`src/hw/pmc_pkg.sv`:
```
// Purpose: constants for the power mode controller
// Assumes: 32-bit Avalon-MM register window, word addressed in bytes
// Notes:   one clock, synchronous active-high reset
package pmc_pkg;
	// register byte offsets
	localparam logic [3:0] PMC_OFS_CTRL   = 4'h0; // power control register
	localparam logic [3:0] PMC_OFS_STATUS = 4'h4; // mode and wake status
	localparam logic [3:0] PMC_OFS_IRQEN  = 4'h8; // interrupt enables
	// power control register fields
	localparam int PMC_BIT_LIGHT = 0; // light sleep bit
	localparam int PMC_BIT_DEEP  = 1; // deep sleep bit
	localparam int PMC_BIT_GF0   = 2; // general flag 0
	localparam int PMC_BIT_GF1   = 3; // general flag 1
	localparam int PMC_BIT_POF   = 4; // power-off flag
	localparam int PMC_CTRL_W    = 5; // implemented control bits
	localparam logic [4:0] PMC_CTRL_RST = 5'h00; // control reset value
	// interrupt enable register: bit 7 global, bits 6..0 per source
	localparam int PMC_BIT_GLOBAL = 7;
	localparam logic [7:0] PMC_IRQEN_RST = 8'h00;
	// oscillator restart settle time and cycle count at 10 MHz
	localparam int PMC_CLK_NS       = 100;
	localparam int PMC_OSC_SETTLE_NS = 1000;
	localparam int PMC_OSC_SETTLE_CYC =
		(PMC_OSC_SETTLE_NS + PMC_CLK_NS - 1) / PMC_CLK_NS;
	// reset-wake window: cycles the cpu may run before reset sequence
	localparam int PMC_RST_RUN_CYC = 4;
	// power states
	typedef enum logic [2:0] {
		PMC_RUN,
		PMC_LIGHT,
		PMC_DEEP,
		PMC_OSC_WAIT,
		PMC_HOLD_RELEASE,
		PMC_RST_RUN,
		PMC_RST_SEQ
	} pmc_state_e;
endpackage

```
`src/hw/pmc_power_mode_controller.sv`:
```
// Purpose: light and deep sleep control with wake from interrupt or reset
// Assumes: srst is the reset pin level seen synchronously; irq inputs are
//          already synchronous to core_clk
// Notes:   cpu, peripheral and oscillator gating are enables for gate cells
//
// Chosen here: the register offsets and register access over Avalon-MM.
`timescale 1ns/1ns
module pmc_power_mode_controller
	import pmc_pkg::*;
#(
	parameter int IRQ_N = 7 // number of maskable interrupt sources
) (
	input  wire logic             core_clk,
	input  wire logic             srst,
	// avalon-mm slave
	input  wire logic [3:0]       avs_address,
	input  wire logic             avs_read,
	input  wire logic             avs_write,
	input  wire logic [31:0]      avs_writedata,
	input  wire logic [3:0]       avs_byteenable,
	output logic      [31:0]      avs_readdata,
	output logic                  avs_waitrequest,
	output logic      [1:0]       avs_response,
	// cpu side
	input  wire logic             cpu_instr_retire,
	input  wire logic [IRQ_N-1:0] irq_pending,
	input  wire logic             ext_wake_irq0_n,
	input  wire logic             ext_wake_irq1_n,
	output logic                  cpu_clk_en,
	output logic                  periph_clk_en,
	output logic                  osc_en,
	output logic                  cpu_hold,
	output logic                  cpu_reset_req,
	output logic                  ram_block,
	output logic                  port_allow
);

	pmc_state_e        state;       // power state
	pmc_state_e        next_state;  // next power state
	logic [PMC_CTRL_W-1:0] ctrl;    // power control register
	logic [7:0]        irq_en;      // global and per-source enables
	logic [3:0]        wait_cnt;    // settle and reset-run counter
	logic              arm;         // sleep request waiting for retire
	logic              ack;         // bus answer, one cycle
	logic              wake_light;  // light sleep wake condition
	logic              wake_ext;    // either external wake pin low
	logic              wr_ctrl;     // write to control register
	logic              rst_wake;    // reset pin while asleep

	// address match, shared by every register decode
	function automatic logic hit(input logic [3:0] a, input logic [3:0] o);
		return a == o;
	endfunction

	assign wake_light = irq_en[PMC_BIT_GLOBAL] &
		(|(irq_pending & irq_en[IRQ_N-1:0]));
	assign wake_ext   = ~ext_wake_irq0_n | ~ext_wake_irq1_n;
	assign wr_ctrl    = avs_write & ~ack & avs_byteenable[0] &
		hit(avs_address, PMC_OFS_CTRL);
	assign rst_wake   = srst & (state == PMC_LIGHT || state == PMC_DEEP);

	// bus handshake: answer on the second cycle of each request
	always_ff @(posedge core_clk) begin
		if (srst) begin
			ack <= 1'b0;
		end else begin
			ack <= (avs_read | avs_write) & ~ack;
		end
	end
	assign avs_waitrequest = (avs_read | avs_write) & ~ack;
	assign avs_response    = 2'h0;

	// read data, reserved bits zero
	always_ff @(posedge core_clk) begin
		if (srst) begin
			avs_readdata <= 32'h0;
		end else if (avs_read & ~ack) begin
			if (hit(avs_address, PMC_OFS_CTRL)) begin
				avs_readdata <= {27'h0, ctrl};
			end else if (hit(avs_address, PMC_OFS_STATUS)) begin
				avs_readdata <= {29'h0, state};
			end else if (hit(avs_address, PMC_OFS_IRQEN)) begin
				avs_readdata <= {24'h0, irq_en};
			end else begin
				avs_readdata <= 32'h0; // unmapped reads as zero
			end
		end
	end

	// interrupt enable register
	always_ff @(posedge core_clk) begin
		if (srst) begin
			irq_en <= PMC_IRQEN_RST;
		end else if (avs_write & ~ack & avs_byteenable[0] &
				hit(avs_address, PMC_OFS_IRQEN)) begin
			irq_en <= avs_writedata[7:0];
		end
	end

	// power control register; hardware clear on wake
	always_ff @(posedge core_clk) begin
		if (srst) begin
			// reset pin clears every control bit: both mode bits, the general flags and pof
			ctrl <= PMC_CTRL_RST;
		end else begin
			if (wr_ctrl) begin
				ctrl <= avs_writedata[PMC_CTRL_W-1:0];
			end
			if (state == PMC_LIGHT && wake_light) begin
				ctrl[PMC_BIT_LIGHT] <= 1'b0;
			end
			if (state == PMC_DEEP && wake_ext) begin
				ctrl[PMC_BIT_DEEP]  <= 1'b0;
				ctrl[PMC_BIT_LIGHT] <= 1'b0;
			end
		end
	end

	// sleep request armed until the setting instruction retires
	always_ff @(posedge core_clk) begin
		if (srst) begin
			arm <= 1'b0;
		end else if (wr_ctrl) begin
			arm <= avs_writedata[PMC_BIT_LIGHT] | avs_writedata[PMC_BIT_DEEP];
		end else if (cpu_instr_retire) begin
			arm <= 1'b0;
		end
	end

	// next power state
	always_comb begin
		next_state = state;
		case (state)
			PMC_RUN: begin
				if (arm & cpu_instr_retire) begin
					// deep wins when both are set
					if (ctrl[PMC_BIT_DEEP]) begin
						next_state = PMC_DEEP;
					end else if (ctrl[PMC_BIT_LIGHT]) begin
						next_state = PMC_LIGHT;
					end
				end
			end
			PMC_LIGHT: begin
				if (wake_light) begin
					next_state = PMC_RUN;
				end
			end
			PMC_DEEP: begin
				if (wake_ext) begin
					next_state = PMC_OSC_WAIT;
				end
			end
			PMC_OSC_WAIT: begin
				if (wait_cnt == 4'(PMC_OSC_SETTLE_CYC - 1)) begin
					next_state = PMC_HOLD_RELEASE;
				end
			end
			PMC_HOLD_RELEASE: begin
				// never back to light sleep after deep
				if (!wake_ext) begin
					next_state = PMC_RUN;
				end
			end
			PMC_RST_RUN: begin
				if (wait_cnt == 4'(PMC_RST_RUN_CYC - 1)) begin
					next_state = PMC_RST_SEQ;
				end
			end
			PMC_RST_SEQ: begin
				next_state = PMC_RUN;
			end
			default: begin
				next_state = PMC_RUN;
			end
		endcase
	end

	// state register; reset pin asleep gives a short run first
	always_ff @(posedge core_clk) begin
		if (rst_wake) begin
			state <= PMC_RST_RUN;
		end else if (srst) begin
			state <= PMC_RUN;
		end else begin
			state <= next_state;
		end
	end

	// settle and reset-run counter
	always_ff @(posedge core_clk) begin
		if (srst || next_state != state) begin
			wait_cnt <= 4'h0;
		end else if (state == PMC_OSC_WAIT || state == PMC_RST_RUN) begin
			wait_cnt <= wait_cnt + 4'h1;
		end
	end

	// clock and cpu controls; gating freezes state, never clears it
	always_comb begin
		cpu_clk_en    = (state != PMC_LIGHT) && (state != PMC_DEEP);
		periph_clk_en = (state != PMC_DEEP);
		osc_en        = (state != PMC_DEEP);
		cpu_hold      = (state == PMC_OSC_WAIT) ||
			(state == PMC_HOLD_RELEASE);
		cpu_reset_req = (state == PMC_RST_SEQ);
		ram_block     = (state == PMC_RST_RUN);
		port_allow    = 1'b1;
	end

	// light and deep both imply clocks stopped for the cpu
	light_gate_a: assert property (@(posedge core_clk) disable iff (srst)
		(state == PMC_LIGHT) |-> (!cpu_clk_en && periph_clk_en && osc_en))
		else $error("light sleep gating wrong");
	deep_gate_a: assert property (@(posedge core_clk) disable iff (srst)
		(state == PMC_DEEP) |-> (!cpu_clk_en && !periph_clk_en && !osc_en))
		else $error("deep sleep gating wrong");
	deep_wins_a: assert property (@(posedge core_clk) disable iff (srst)
		(state == PMC_RUN && arm && cpu_instr_retire && ctrl[PMC_BIT_DEEP])
		|=> (state == PMC_DEEP))
		else $error("deep sleep not taken");
	light_enter_a: assert property (@(posedge core_clk) disable iff (srst)
		(state == PMC_RUN && arm && cpu_instr_retire && ctrl == 5'h01)
		|=> (state == PMC_LIGHT))
		else $error("light sleep not taken");
	light_wake_a: assert property (@(posedge core_clk) disable iff (srst)
		(state == PMC_LIGHT && wake_light)
		|=> (state == PMC_RUN && !ctrl[PMC_BIT_LIGHT] && cpu_clk_en))
		else $error("light wake failed");
	deep_wake_a: assert property (@(posedge core_clk) disable iff (srst)
		(state == PMC_DEEP && wake_ext)
		|=> (osc_en && cpu_hold && !ctrl[PMC_BIT_DEEP]))
		else $error("deep wake failed");
	hold_release_a: assert property (@(posedge core_clk) disable iff (srst)
		(cpu_hold && wake_ext) |=> cpu_hold)
		else $error("cpu ran before wake released");
	rst_run_a: assert property (@(posedge core_clk) disable iff (srst)
		$rose(ram_block) |-> ram_block [*4] ##1 cpu_reset_req)
		else $error("reset run window wrong");
	no_light_after_a: assert property (@(posedge core_clk) disable iff (srst)
		(state == PMC_HOLD_RELEASE) |=> (state != PMC_LIGHT))
		else $error("light after deep");

	// reset pin checks run without disable, since the pin is the trigger
	// reset pin in light sleep: bits cleared, cpu clock back
	rst_light_a: assert property (@(posedge core_clk)
		(srst && state == PMC_LIGHT)
		|=> (state == PMC_RST_RUN && ctrl == 5'h00 && cpu_clk_en))
		else $error("reset in light sleep wrong");
	// reset pin in deep sleep: deep bit cleared, oscillator back
	rst_deep_a: assert property (@(posedge core_clk)
		(srst && state == PMC_DEEP)
		|=> (state == PMC_RST_RUN && !ctrl[PMC_BIT_DEEP] && osc_en))
		else $error("reset in deep sleep wrong");
	// reset sequence request is a single cycle, then normal run
	rst_seq_a: assert property (@(posedge core_clk) disable iff (srst)
		cpu_reset_req |=> (state == PMC_RUN && !cpu_reset_req))
		else $error("reset sequence not one cycle");
	// while ram is blocked the cpu runs and ports stay reachable
	ram_only_a: assert property (@(posedge core_clk) disable iff (srst)
		ram_block |-> (port_allow && cpu_clk_en))
		else $error("reset run blocks ports");
	// deep bit alone sends the cpu to deep sleep on retire
	deep_enter_a: assert property (@(posedge core_clk) disable iff (srst)
		(state == PMC_RUN && arm && cpu_instr_retire && ctrl == 5'h02)
		|=> (state == PMC_DEEP))
		else $error("deep sleep not entered");
	// either pin alone is enough to leave deep sleep
	ext_wake_a: assert property (@(posedge core_clk) disable iff (srst)
		(state == PMC_DEEP && (!ext_wake_irq0_n || !ext_wake_irq1_n))
		|=> (state == PMC_OSC_WAIT))
		else $error("external pin did not wake");
	// settle window is ten cycles; keep in step with the package count
	osc_settle_a: assert property (@(posedge core_clk) disable iff (srst)
		(state == PMC_DEEP && wake_ext)
		|-> ##10 (state == PMC_OSC_WAIT) ##1 (state == PMC_HOLD_RELEASE))
		else $error("oscillator settle window wrong");
	// held pin keeps the cpu parked after the settle window
	pin_hold_a: assert property (@(posedge core_clk) disable iff (srst)
		(state == PMC_HOLD_RELEASE && wake_ext) |=> (state == PMC_HOLD_RELEASE))
		else $error("left hold with pin still low");
	// released pin lets the cpu run on the next cycle
	pin_free_a: assert property (@(posedge core_clk) disable iff (srst)
		(state == PMC_HOLD_RELEASE && !wake_ext) |=> (state == PMC_RUN && !cpu_hold))
		else $error("cpu not released");
	// clocks are all back once the oscillator has settled
	clocks_back_a: assert property (@(posedge core_clk) disable iff (srst)
		(state == PMC_HOLD_RELEASE) |-> (osc_en && periph_clk_en && cpu_clk_en))
		else $error("clocks not restored");
	// deep wake also clears a light bit set together with it
	deep_no_light_a: assert property (@(posedge core_clk) disable iff (srst)
		(state == PMC_DEEP && wake_ext) |=> !ctrl[PMC_BIT_LIGHT])
		else $error("light bit left after deep wake");
	// light sleep holds while no enabled request is pending
	light_keep_a: assert property (@(posedge core_clk) disable iff (srst)
		(state == PMC_LIGHT && !wake_light) |=> (state == PMC_LIGHT))
		else $error("light sleep left without wake");
	// light sleep leaves the control flags untouched
	light_state_a: assert property (@(posedge core_clk) disable iff (srst)
		(state == PMC_LIGHT && !wake_light && !avs_write) |=> $stable(ctrl))
		else $error("control changed in light sleep");
	// deep sleep keeps the control flags until a wake pin
	deep_state_a: assert property (@(posedge core_clk) disable iff (srst)
		(state == PMC_DEEP && !wake_ext && !avs_write)
		|=> (state == PMC_DEEP && $stable(ctrl)))
		else $error("deep sleep state lost");
	// the general flags survive a pin wake from deep sleep
	deep_flags_a: assert property (@(posedge core_clk) disable iff (srst)
		(state == PMC_DEEP && wake_ext && !avs_write)
		|=> (ctrl[PMC_CTRL_W-1:PMC_BIT_GF0] == $past(ctrl[PMC_CTRL_W-1:PMC_BIT_GF0])))
		else $error("flags lost on deep wake");
	// light wake clears only the light bit, flags kept
	light_flags_a: assert property (@(posedge core_clk) disable iff (srst)
		(state == PMC_LIGHT && wake_light && !avs_write)
		|=> (ctrl[PMC_CTRL_W-1:PMC_BIT_DEEP] == $past(ctrl[PMC_CTRL_W-1:PMC_BIT_DEEP])))
		else $error("flags lost on light wake");
	// the oscillator only stops in deep sleep itself
	osc_run_a: assert property (@(posedge core_clk) disable iff (srst)
		(state != PMC_DEEP) |-> osc_en)
		else $error("oscillator stopped outside deep sleep");

endmodule

```
`config.mk`:
```
export PLATFORM = sky130hd
export DESIGN_NAME = pmc_power_mode_controller
export DESIGN_NICKNAME = d
export VERILOG_FILES = /design/src/hw/pmc_pkg.sv /design/src/hw/pmc_power_mode_controller.sv
export SDC_FILE = /design/constraint.sdc
export NUM_CORES = 1
export LEC_CHECK = 0
export BUFFER_PORTS_ARGS = -buffer_cell sky130_fd_sc_hd__buf_4
export CAP_MARGIN = 20
export CORE_ASPECT_RATIO = 0.75
export CORE_MARGIN = 4
export CORE_UTILIZATION = 45
export CTS_CLUSTER_DIAMETER = 50
export CTS_CLUSTER_SIZE = 10
export DETAILED_ROUTE_END_ITERATION = 12
export PLACE_DENSITY = 0.87
export SYNTH_ARGS = -nofsm -noshare
export SYNTH_HDL_FRONTEND = slang
export SYNTH_SLANG_ARGS = --single-unit
```
`constraint.sdc`:
```
create_clock -name core_clk -period 2 [get_ports core_clk]
set_input_delay 0 -clock core_clk [delete_from_list [all_inputs] [get_ports core_clk]]
set_output_delay 0 -clock core_clk [all_outputs]
set_load 0.01 [all_outputs]
```
; After elaboration in Yosys (flattened, before gate mapping)
; Cells that the tools add are included.
[word_totals]
mem_bits_rw = 0
mem_bits_ro = 0
output_inout_bits = 42
word_cells = 69
input_bits = 54
latchBits = 0
regBits = 54
n_memories = 0
[classes]
addsub = 1
n_reduce_logical = 14
n_div = 0
eq_ne = 13
order_cmp = 0
shift = 0
bitwise_logic = 16
mux = 15
mul = 0
[ops]
columns = cell, n
row1 = $mux W3, 9
row2 = $mux W8, 3
row3 = $pmux W3 S6, 1
row4 = $and A1 B1 Y1, 9
row5 = $eq A3 B3 Y1 const B, 3
row6 = $eq A4 B4 Y1 const B, 2
row7 = $and A7 B7 Y7, 1
row8 = $reduce_or A7 Y1, 1
row9 = $eq A3 B2 Y1 const B, 2
row10 = $add A4 B1 Y4 const B, 1
row11 = $eq A4 B2 Y1 const B, 1
row12 = $eq A4 B3 Y1 const B, 1
row13 = $logic_not A4 Y1, 1
row14 = $logic_or A1 B1 Y1, 4
row15 = $reduce_or A2 Y1, 2
row16 = $eq A3 B1 Y1 const B, 1
row17 = $logic_and A1 B1 Y1, 3
row18 = $logic_not A3 Y1, 1
row19 = $ne A3 B1 Y1 const B, 1
row20 = $ne A3 B2 Y1 const B, 1
row21 = $ne A3 B3 Y1, 1
row22 = $not A1 Y1, 3
row23 = $or A1 B1 Y1, 3
row24 = $reduce_or A3 Y1, 1
row25 = other kinds (2), 3

; Longest topological paths before layout
; Gate-level depths: netlist (run 1).
[depth]
depth_word = 7
ltp_mapped = 6

; Least setup slack after synthesis (run 1)
; OpenSTA, ideal clock, no wires.
[synth_timing]
path_kind = reg-to-reg
from = register wait_cnt[0]
to = register wait_cnt[0]
setup_time_ns = 0.134
path_stages_with_launch = 6
path_buffers = 0
synth_period_minus_slack_ns = 1.485
slack_ns = 0.515
arrival_ns = 1.351
path_cell_list = dfxtp_1 ha_1 nor3b_2 o22ai_1 a2111oi_4 nor3_1
[synth_between]
elab_chain_cells = 5
word_cells_on_any_way = 8
cone_classes = add/sub: 1 / eq/ne: 3 / mux: 3 / reduce/logical: 1
[synth_lines]
columns = element, line_no
row1 = start: declaration, pmc_power_mode_controller.sv:42  ; logic [3:0] wait_cnt;
row2 = start signal: assignment, pmc_power_mode_controller.sv:195  ; wait_cnt <= wait_cnt + 4'h1;
row3 = $eq A4 B2 Y1 or $eq A4 B4 Y1 (tied branches), "pmc_power_mode_controller.sv:166, pmc_power_mode_controller.sv:155"
row4 = $mux W3 (on tied branches), "pmc_power_mode_controller.sv:166, pmc_power_mode_controller.sv:155"
row5 = $pmux W3 S6, pmc_power_mode_controller.sv:133  ; case (state)
row6 = $ne A3 B3 Y1, pmc_power_mode_controller.sv:192  ; if (srst || next_state != state) begin
row7 = $logic_or A1 B1 Y1, pmc_power_mode_controller.sv:192
; Several ways; a longest one is shown, not always the timed one.
; A chain may end at the register's enable or synchronous reset.

; Worst setup path in the final report (run 1)
[layout_timing]
from = register state[1]
to = register wait_cnt[1]
[layout_between]
elab_chain_cells = 6
word_cells_on_any_way = 18
cone_classes = eq/ne: 6 / mux: 9 / reduce/logical: 3
[layout_lines]
columns = element, line_no
row1 = start: declaration, pmc_power_mode_controller.sv:38  ; pmc_state_e state;
row2 = start signal: assignment, pmc_power_mode_controller.sv:186  ; state <= next_state;
row3 = $mux W3, pmc_power_mode_controller.sv:139  ; end else if (ctrl[PMC_BIT_LIGHT]) begin
row4 = $mux W3, pmc_power_mode_controller.sv:137  ; if (ctrl[PMC_BIT_DEEP]) begin
row5 = $mux W3, pmc_power_mode_controller.sv:135  ; if (arm & cpu_instr_retire) begin
row6 = $pmux W3 S6, pmc_power_mode_controller.sv:133
row7 = $ne A3 B3 Y1, pmc_power_mode_controller.sv:192
row8 = $logic_or A1 B1 Y1, pmc_power_mode_controller.sv:192
; Several ways; a longest one is shown, not always the timed one.

==> results.sh, run 1 <==
export IMPL_antenna_found_initial=0
export IMPL_power_frac_comb_pct=31.2
export IMPL_timing_setup_tns_ps=0
export IMPL_vdd_drop_max_uv=442
export IMPL_cts_resized_gates=0
export IMPL_cp_max_fo=16
export IMPL_die_area_um2=5060
export IMPL_grt_pass1_wl_um=6560
export IMPL_drc=0
export IMPL_fin_crit_sh_pct=90.4
export IMPL_p_total_mw=1.70
export IMPL_num_antenna_cells=0
export IMPL_mostFrequentLayoutCells="buf_4, dfxtp_1, conb_1"
export IMPL_p_sw_mw=0.590
export IMPL_die_w_um=80.8
export IMPL_rsz0062_at_grt="no"
export IMPL_nNetsFinal=303
export IMPL_setup_viol=0
export IMPL_post_drt_wl_per_cell_um=13.8
export IMPL_placed_cell_area_um2=2020
export IMPL_relSlewSlack_pct=61.4
export IMPL_clockBufferDepth=2
export IMPL_ys_types=48
export IMPL_synthFlopType="dfxtp_1"
export IMPL_finalInstanceArea_um2=2180
export IMPL_slowest_delay_ps=690
export IMPL_grt_pass1_vias=1392
export IMPL_ios=96
export IMPL_rows=19
export IMPL_power_leakage_nw=1.04
export IMPL_worstMarginPinSlew_ps=578
export IMPL_status="finished clean"
export IMPL_path_clk_slew_ps=60
export IMPL_clock_latency_ps=280
export IMPL_maxCapViolCount=0
export IMPL_syn_area_per_cell_um2=8.91
export IMPL_syn_to_final_growth_pct=21.5
export IMPL_endpoint_kind="register"
export IMPL_postSynthCellCount=201
export IMPL_clock_sinks=30
export IMPL_setup_ws_ps=193
export IMPL_cp_required_ps=2170
export IMPL_synth_cell_area_um2=1790
export IMPL_cts_setup_buffers=0
export IMPL_htree_levels=2
export IMPL_synth_edff_count=0
export IMPL_die_height_um=62.6
export IMPL_p_per_area_nw_per_um2=779
export IMPL_antenna_left=0
export IMPL_post_drt_via_cell_ratio=5.04
export IMPL_utilization_pct=57.9
export IMPL_wirelength_um=4130
export IMPL_grt_max_degree=30
export IMPL_core_um2=3760
export IMPL_finalHoldViolCount=0
export IMPL_start_util_pct=47.7
export IMPL_placed_cells=284
export IMPL_cp_num_buf_inv=0
export IMPL_drt_iter0_markers=81
export IMPL_min_period_ps=1810
export IMPL_drive_above_1_share_pct=24.7
export IMPL_cp_slowest_cell="dfxtp_1"
export IMPL_dpl_hpwl_um=3040
export IMPL_cts_buffers=5
export IMPL_p_int_mw=1.11
export IMPL_place_gp_congestion=0.859
export IMPL_hold_ws_ps=6.51
export IMPL_via_count=1508
export IMPL_path_class="reg2reg"
export IMPL_max_freq_mhz=553
export IMPL_synthArstFlopShare_pct=0
export IMPL_dp_slack_ps=190
export IMPL_critPathArrivalTime_ps=1980
export IMPL_synth_seq_cells=30
export IMPL_p_sw_share_pct=34.8
export IMPL_skew_ps=3.76
export IMPL_slew_viol_final=0
export IMPL_port_buffers=41
export IMPL_path_cells="nor2_1 > a32oi_1 > nand4_1 > a2111oi_2"
export IMPL_grt_total_usage_pct=16.4
export IMPL_cts_root_buf="clkbuf_8"
export IMPL_clkPwrFrac_pct=26.3
export IMPL_ys_warn_count=0
export IMPL_layout_commonest_cell="buf_4"
export IMPL_cts_tree="yes"
export IMPL_start_kind="register"
export IMPL_power_share_sequential_pct=42.4
export IMPL_first_pass_iters=4
export IMPL_final_cells=299
export IMPL_crit_family="flip-flops"
export IMPL_ctsHoldBuffers=8
export IMPL_hp_class="in2reg"
export IMPL_seq_area_frac_synth_pct=33.5
export IMPL_grt_overflow=0
## cells by family after synthesis
family	synth area share, %
other	0.419
and+or+nand+nor	21.6
adders and majority gates	1.40
muxes	10.7
xor gates and xnor gates	2.38
AOI/OAI and AO/OA	14.7
buffers and inverters	15.3
DFF	33.5
## layout make-up
cell class | instances | area [um^2]
Multi-Input combinational cell | 154 | 1010
Fill cell | 332 | 1580
Inverter | 5 | 18.8
Sequential cell | 30 | 601
Clock buffer | 5 | 68.8
Clock inverter | 2 | 10.0
Timing Repair Buffer | 51 | 403
Tap cell | 52 | 65.1
## state kept, by name, indices dropped and copies added, names as in the netlist
register,count
irq_en,8
ack,1
wait_cnt,4
state,3
arm,1
avs_readdata,8
ctrl,5
## cell usage after synthesis, drive strengths merged (2+ instances only)
cell,n,area (um^2)
dfxtp,30,601
inv,5,18.8
clkbuf,4,15.0
mux2i,18,180
buf,33,240
nand4,2,18.8
a21oi,3,15.0
a2111oi,2,42.5
and3b,2,17.5
nor2,26,97.6
o2bb2ai,3,26.3
nand3b,2,15.0
nor3,9,45.0
ha,2,25.0
nand3,5,25.0
nor3b,3,32.5
nand2b,3,18.8
nand2,7,26.3
a31oi,2,12.5
o22ai,2,12.5
conb,2,7.51
a22oi,9,67.6
and3,4,30.0
nor4,2,12.5
nor2b,2,12.5
xor2,4,42.6
## metal layers
| metal | vias up | track usage [%] | part of all wire [%] |
|---|---|---|---|
| li1 | 754 | - | - |
| met1 | 678 | 23.9 | 47 |
| met2 | 66 | 23.4 | 43 |
| met3 | 10 | 2.74 | 7.6 |
| met4 | 0 | 6.75 | 2.5 |
| met5 | - | 0 | 0 |
## worst paths after layout
check | start | endpoint | slack, ps | depth (start not counted)
setup / recovery | state[1]$_SDFF_PP0_ | wait_cnt[1]$_SDFFE_PP0P_ | 190 | 4
hold reg to reg | ack$_SDFF_PP0_ | ack$_SDFF_PP0_ | 460 | 1
setup reg to reg | state[1]$_SDFF_PP0_ | wait_cnt[1]$_SDFFE_PP0P_ | 190 | 4
hold / removal | avs_read | ack$_SDFF_PP0_ | 7 | 3
## worst register-to-register path: stages (launching register included)
cell and delay [ps]:
dfxtp_1 690, nor2_1 220, a32oi_1 290, nand4_1 240, a2111oi_2 270
## power groups by stage
stage | Combinational (mW) | Clock (mW) | Sequential (mW)
CTS | 0.527 | 0.455 | 0.717
detailed placement | 0.513 | 0 | 0.728
floorplan | 0.430 | 0 | 0.685
finish | 0.529 | 0.447 | 0.720
global placement | 0.503 | 0 | 0.726
global route | 0.586 | 0.485 | 0.726
No activity file was read; power rests on OpenSTA's default activity.
==> run 2: changes to the inputs <==
--- a/config.mk
+++ b/config.mk
@@ -5,6 +5,8 @@
 export SDC_FILE = /design/constraint.sdc
 export NUM_CORES = 1
 export LEC_CHECK = 0
+export ABC_AREA = 1
+export ABC_CLOCK_PERIOD_IN_PS = 2000
 export BUFFER_PORTS_ARGS = -buffer_cell sky130_fd_sc_hd__buf_4
 export CAP_MARGIN = 20
 export CORE_ASPECT_RATIO = 0.75
==> run 2 against run 1 <==
  * Setup slack better by 310 ps
  * Maximum frequency is 21% higher
  * Utilization is 2.2 points higher
  * Sequential power is 11% lower
  * Synthesized area is 0.42% lower
  * Combinational power is 51% lower
  * Flip-flop and latch count stayed put
  * Wire length is 1.9% lower
  * Clock power is 69% higher
  * Via count is 9.7% higher
  * Final area is 3.2% higher
  * Critical path depth is 7 higher
  * Critical endpoint is now wait_cnt[3]$_SDFFE_PP0P_
==> results.sh, run 2 <==
export IMPL_fin_crit_sh_pct=74.6
export IMPL_die_area_um2=5040
export IMPL_yosysTopAreaCell="dfxtp_1"
export IMPL_hp_start="avs_write"
export IMPL_endpoint_kind="register"
export IMPL_core_um2=3730
export IMPL_synth_edff_count=0
export IMPL_reg2reg_slack_ps=510
export IMPL_synth_seq_cells=30
export IMPL_start_kind="register"
export IMPL_nNetsFinal=365
export IMPL_regArea_um2=601
export IMPL_path_cells="inv_2 > nand2_1 > nor2_2 > nand2_1 > nor2_1 > nor2_1 > nand2_1 > nand2_1 > nand2_1 > nand2_2 > nor2_1"
export IMPL_first_pass_iters=4
export IMPL_clockBufferDepth=2
export IMPL_r2r_start="state[0]$_SDFF_PP1_"
export IMPL_synthArstFlopShare_pct=0
export IMPL_p_int_mw=1.26
export IMPL_grt_pass1_wl_um=6650
export IMPL_die_height_um=62.5
export IMPL_min_period_ps=1490
export IMPL_multi_input_area_um2=935
export IMPL_wirelength_um=4050
export IMPL_cts_root_buf="clkbuf_8"
export IMPL_cts_setup_buffers=0
export IMPL_power_share_sequential_pct=38.8
export IMPL_drc=0
export IMPL_drive_above_1_share_pct=22.3
export IMPL_path_clk_slew_ps=70
export IMPL_drt_iter0_markers=82
export IMPL_post_drt_via_cell_ratio=4.57
export IMPL_grt_max_degree=24
export IMPL_status="finished clean"
export IMPL_die_w_um=80.7
export IMPL_antenna_left=0
export IMPL_ys_types=33
export IMPL_p_sw_mw=0.398
export IMPL_cp_slowest_cell="dfxtp_1"
export IMPL_critPathArrivalTime_ps=1660
export IMPL_max_freq_mhz=670
export IMPL_start_util_pct=47.8
export IMPL_postSynthCellCount=259
export IMPL_grt_overflow=0
export IMPL_clock_sinks=30
export IMPL_htree_levels=2
export IMPL_synth_area_top_cells="dfxtp_1, buf_4, nand2_1"
export IMPL_cts_tree="yes"
export IMPL_p_total_mw=1.66
export IMPL_path_class="reg2reg"
export IMPL_ctsHoldBuffers=8
export IMPL_rr_worst_depth=11
export IMPL_whs_path_depth=3
export IMPL_cp_depth=11
export IMPL_timing_setup_tns_ps=0
export IMPL_syn_area_per_cell_um2=6.88
export IMPL_clock_latency_ps=280
export IMPL_ys_warn_count=0
export IMPL_grt_total_usage_pct=16.8
export IMPL_p_per_area_nw_per_um2=739
export IMPL_rsz0062_at_grt="no"
export IMPL_yosys_area_top_type_share_pct=33.7
export IMPL_clkPwrFrac_pct=45.6
export IMPL_finalHoldViolCount=0
export IMPL_crit_family="simple AND/OR/NAND/NOR gates"
export IMPL_place_gp_congestion=0.885
export IMPL_power_leakage_nw=1.06
export IMPL_vdd_drop_max_uv=736
export IMPL_hp_class="in2reg"
export IMPL_grt_pass1_vias=1533
export IMPL_seq_area_frac_synth_pct=33.7
export IMPL_cp_required_ps=2170
export IMPL_path_common_cell="nand2_1"
export IMPL_yosysMostFrequentCell="nand2_1"
export IMPL_setup_viol=0
export IMPL_min_to="ack$_SDFF_PP0_"
export IMPL_timing_rr_end="wait_cnt[3]$_SDFFE_PP0P_"
export IMPL_ios=96
export IMPL_antenna_found_initial=0
export IMPL_cp_num_buf_inv=1
export IMPL_reg_top3="avs_readdata (8), irq_en (8), ctrl (5)"
export IMPL_synthFlopType="dfxtp_1"
export IMPL_cts_buffers=5
export IMPL_cts_resized_gates=0
export IMPL_ys_top_cells_by_count="nand2_1, nor2_1, dfxtp_1"
export IMPL_post_drt_wl_per_cell_um=11.2
export IMPL_num_antenna_cells=0
export IMPL_n_fill_cell=340
export IMPL_layout_commonest_cell="nand2_1"
export IMPL_utilization_pct=60.2
export IMPL_rows=19
export IMPL_dpl_hpwl_um=3110
export IMPL_mostFrequentLayoutCells="nand2_1, buf_4, nor2_1"
export IMPL_via_count=1655
export IMPL_slowest_delay_ps=490
export IMPL_maxCapViolCount=0
export IMPL_slew_viol_final=0
export IMPL_synth_cell_area_um2=1780
export IMPL_p_sw_share_pct=24.0
export IMPL_port_buffers=41
export IMPL_skew_ps=8.70
export IMPL_power_frac_comb_pct=15.6
export IMPL_syn_to_final_growth_pct=26.0
export IMPL_cp_max_fo=8
[run 2: cell types whose count changed in the layout (fill, tap and decap cells not counted), sizes merged, moves of 4 or more]
cell   change
nand3     +12
mux2i     -17
and3       -4
nor2      +21
a22oi      -9
nand2     +54
inv       +17
nor3       -7
o21ai     +22
[run 2: final cells by class]
| cell class | instances | share of cell area, % |
|---|---|---|
| Multi-Input combinational cell | 197 | 41.6 |
| Sequential cell | 30 | 26.7 |
| Timing Repair Buffer | 51 | 17.9 |
| Inverter | 24 | 4.46 |
| Clock buffer | 6 | 3.68 |
| Tap cell | 52 | 2.90 |
| Clock inverter | 2 | 2.67 |
[run 2: cell families after synthesis]
kind of cell               count (synthesis)  synth area share, %
AOI/OAI and AO/OA                         35                 10.9
xor gates and xnor gates                   3                 1.47
adders and majority gates                  2                 1.40
buffers and inverters                     57                 19.2
DFF                                       30                 33.7
muxes                                      1                0.561
other                                      2                0.421
and+or+nand+nor                          129                 32.4
[run 2: worst max-delay path by stage]
stage / startpoint / to / slack, ps
global placement: state[0]$_SDFF_PP1_ / wait_cnt[3]$_SDFFE_PP0P_ / 550
finish: state[0]$_SDFF_PP1_ / wait_cnt[3]$_SDFFE_PP0P_ / 510
detailed placement: wait_cnt[0]$_SDFFE_PP0P_ / wait_cnt[3]$_SDFFE_PP0P_ / 550
global route: state[0]$_SDFF_PP1_ / wait_cnt[3]$_SDFFE_PP0P_ / 280
floorplan: wait_cnt[0]$_SDFFE_PP0P_ / wait_cnt[0]$_SDFFE_PP0P_ / 730
CTS: wait_cnt[0]$_SDFFE_PP0P_ / wait_cnt[3]$_SDFFE_PP0P_ / 540
[run 2: power groups by stage]
stage / logic [mW] / registers, mW / clock network [mW]
final: 0.260 / 0.644 / 0.757
after global routing: 0.289 / 0.648 / 0.800
after CTS: 0.259 / 0.644 / 0.769
after detailed placement: 0.245 / 0.657 / 0
after floorplan: 0.199 / 0.648 / 0
after global placement: 0.242 / 0.657 / 0
[run 2: layer usage]
metal	share of wire [%]	vias up	track usage, %	wire length, um
li1	-	867	-	-
met1	43	716	20.1	1740
met2	46	66	27.4	1880
met3	8.9	6	4.47	362
met4	1.8	0	8.44	71
met5	0	-	0	0
[run 2: per-stage QoR]
stage	hold slack [ps]	area, um^2	setup WS, ps	std cells
after floorplan	69.1	1880	729	284
after global placement	222	2020	549	346
after detailed placement	228	2020	553	346
after CTS	4.52	2250	536	362
after global routing	34.2	2250	276	362
final	7.24	2250	508	362
[run 2: worst register-to-register path: cells and delay by family (launching register included)]
kind | cells | cell delay, ps
buf+inv | 1 | 100
flops | 1 | 490
simple gates | 10 | 790
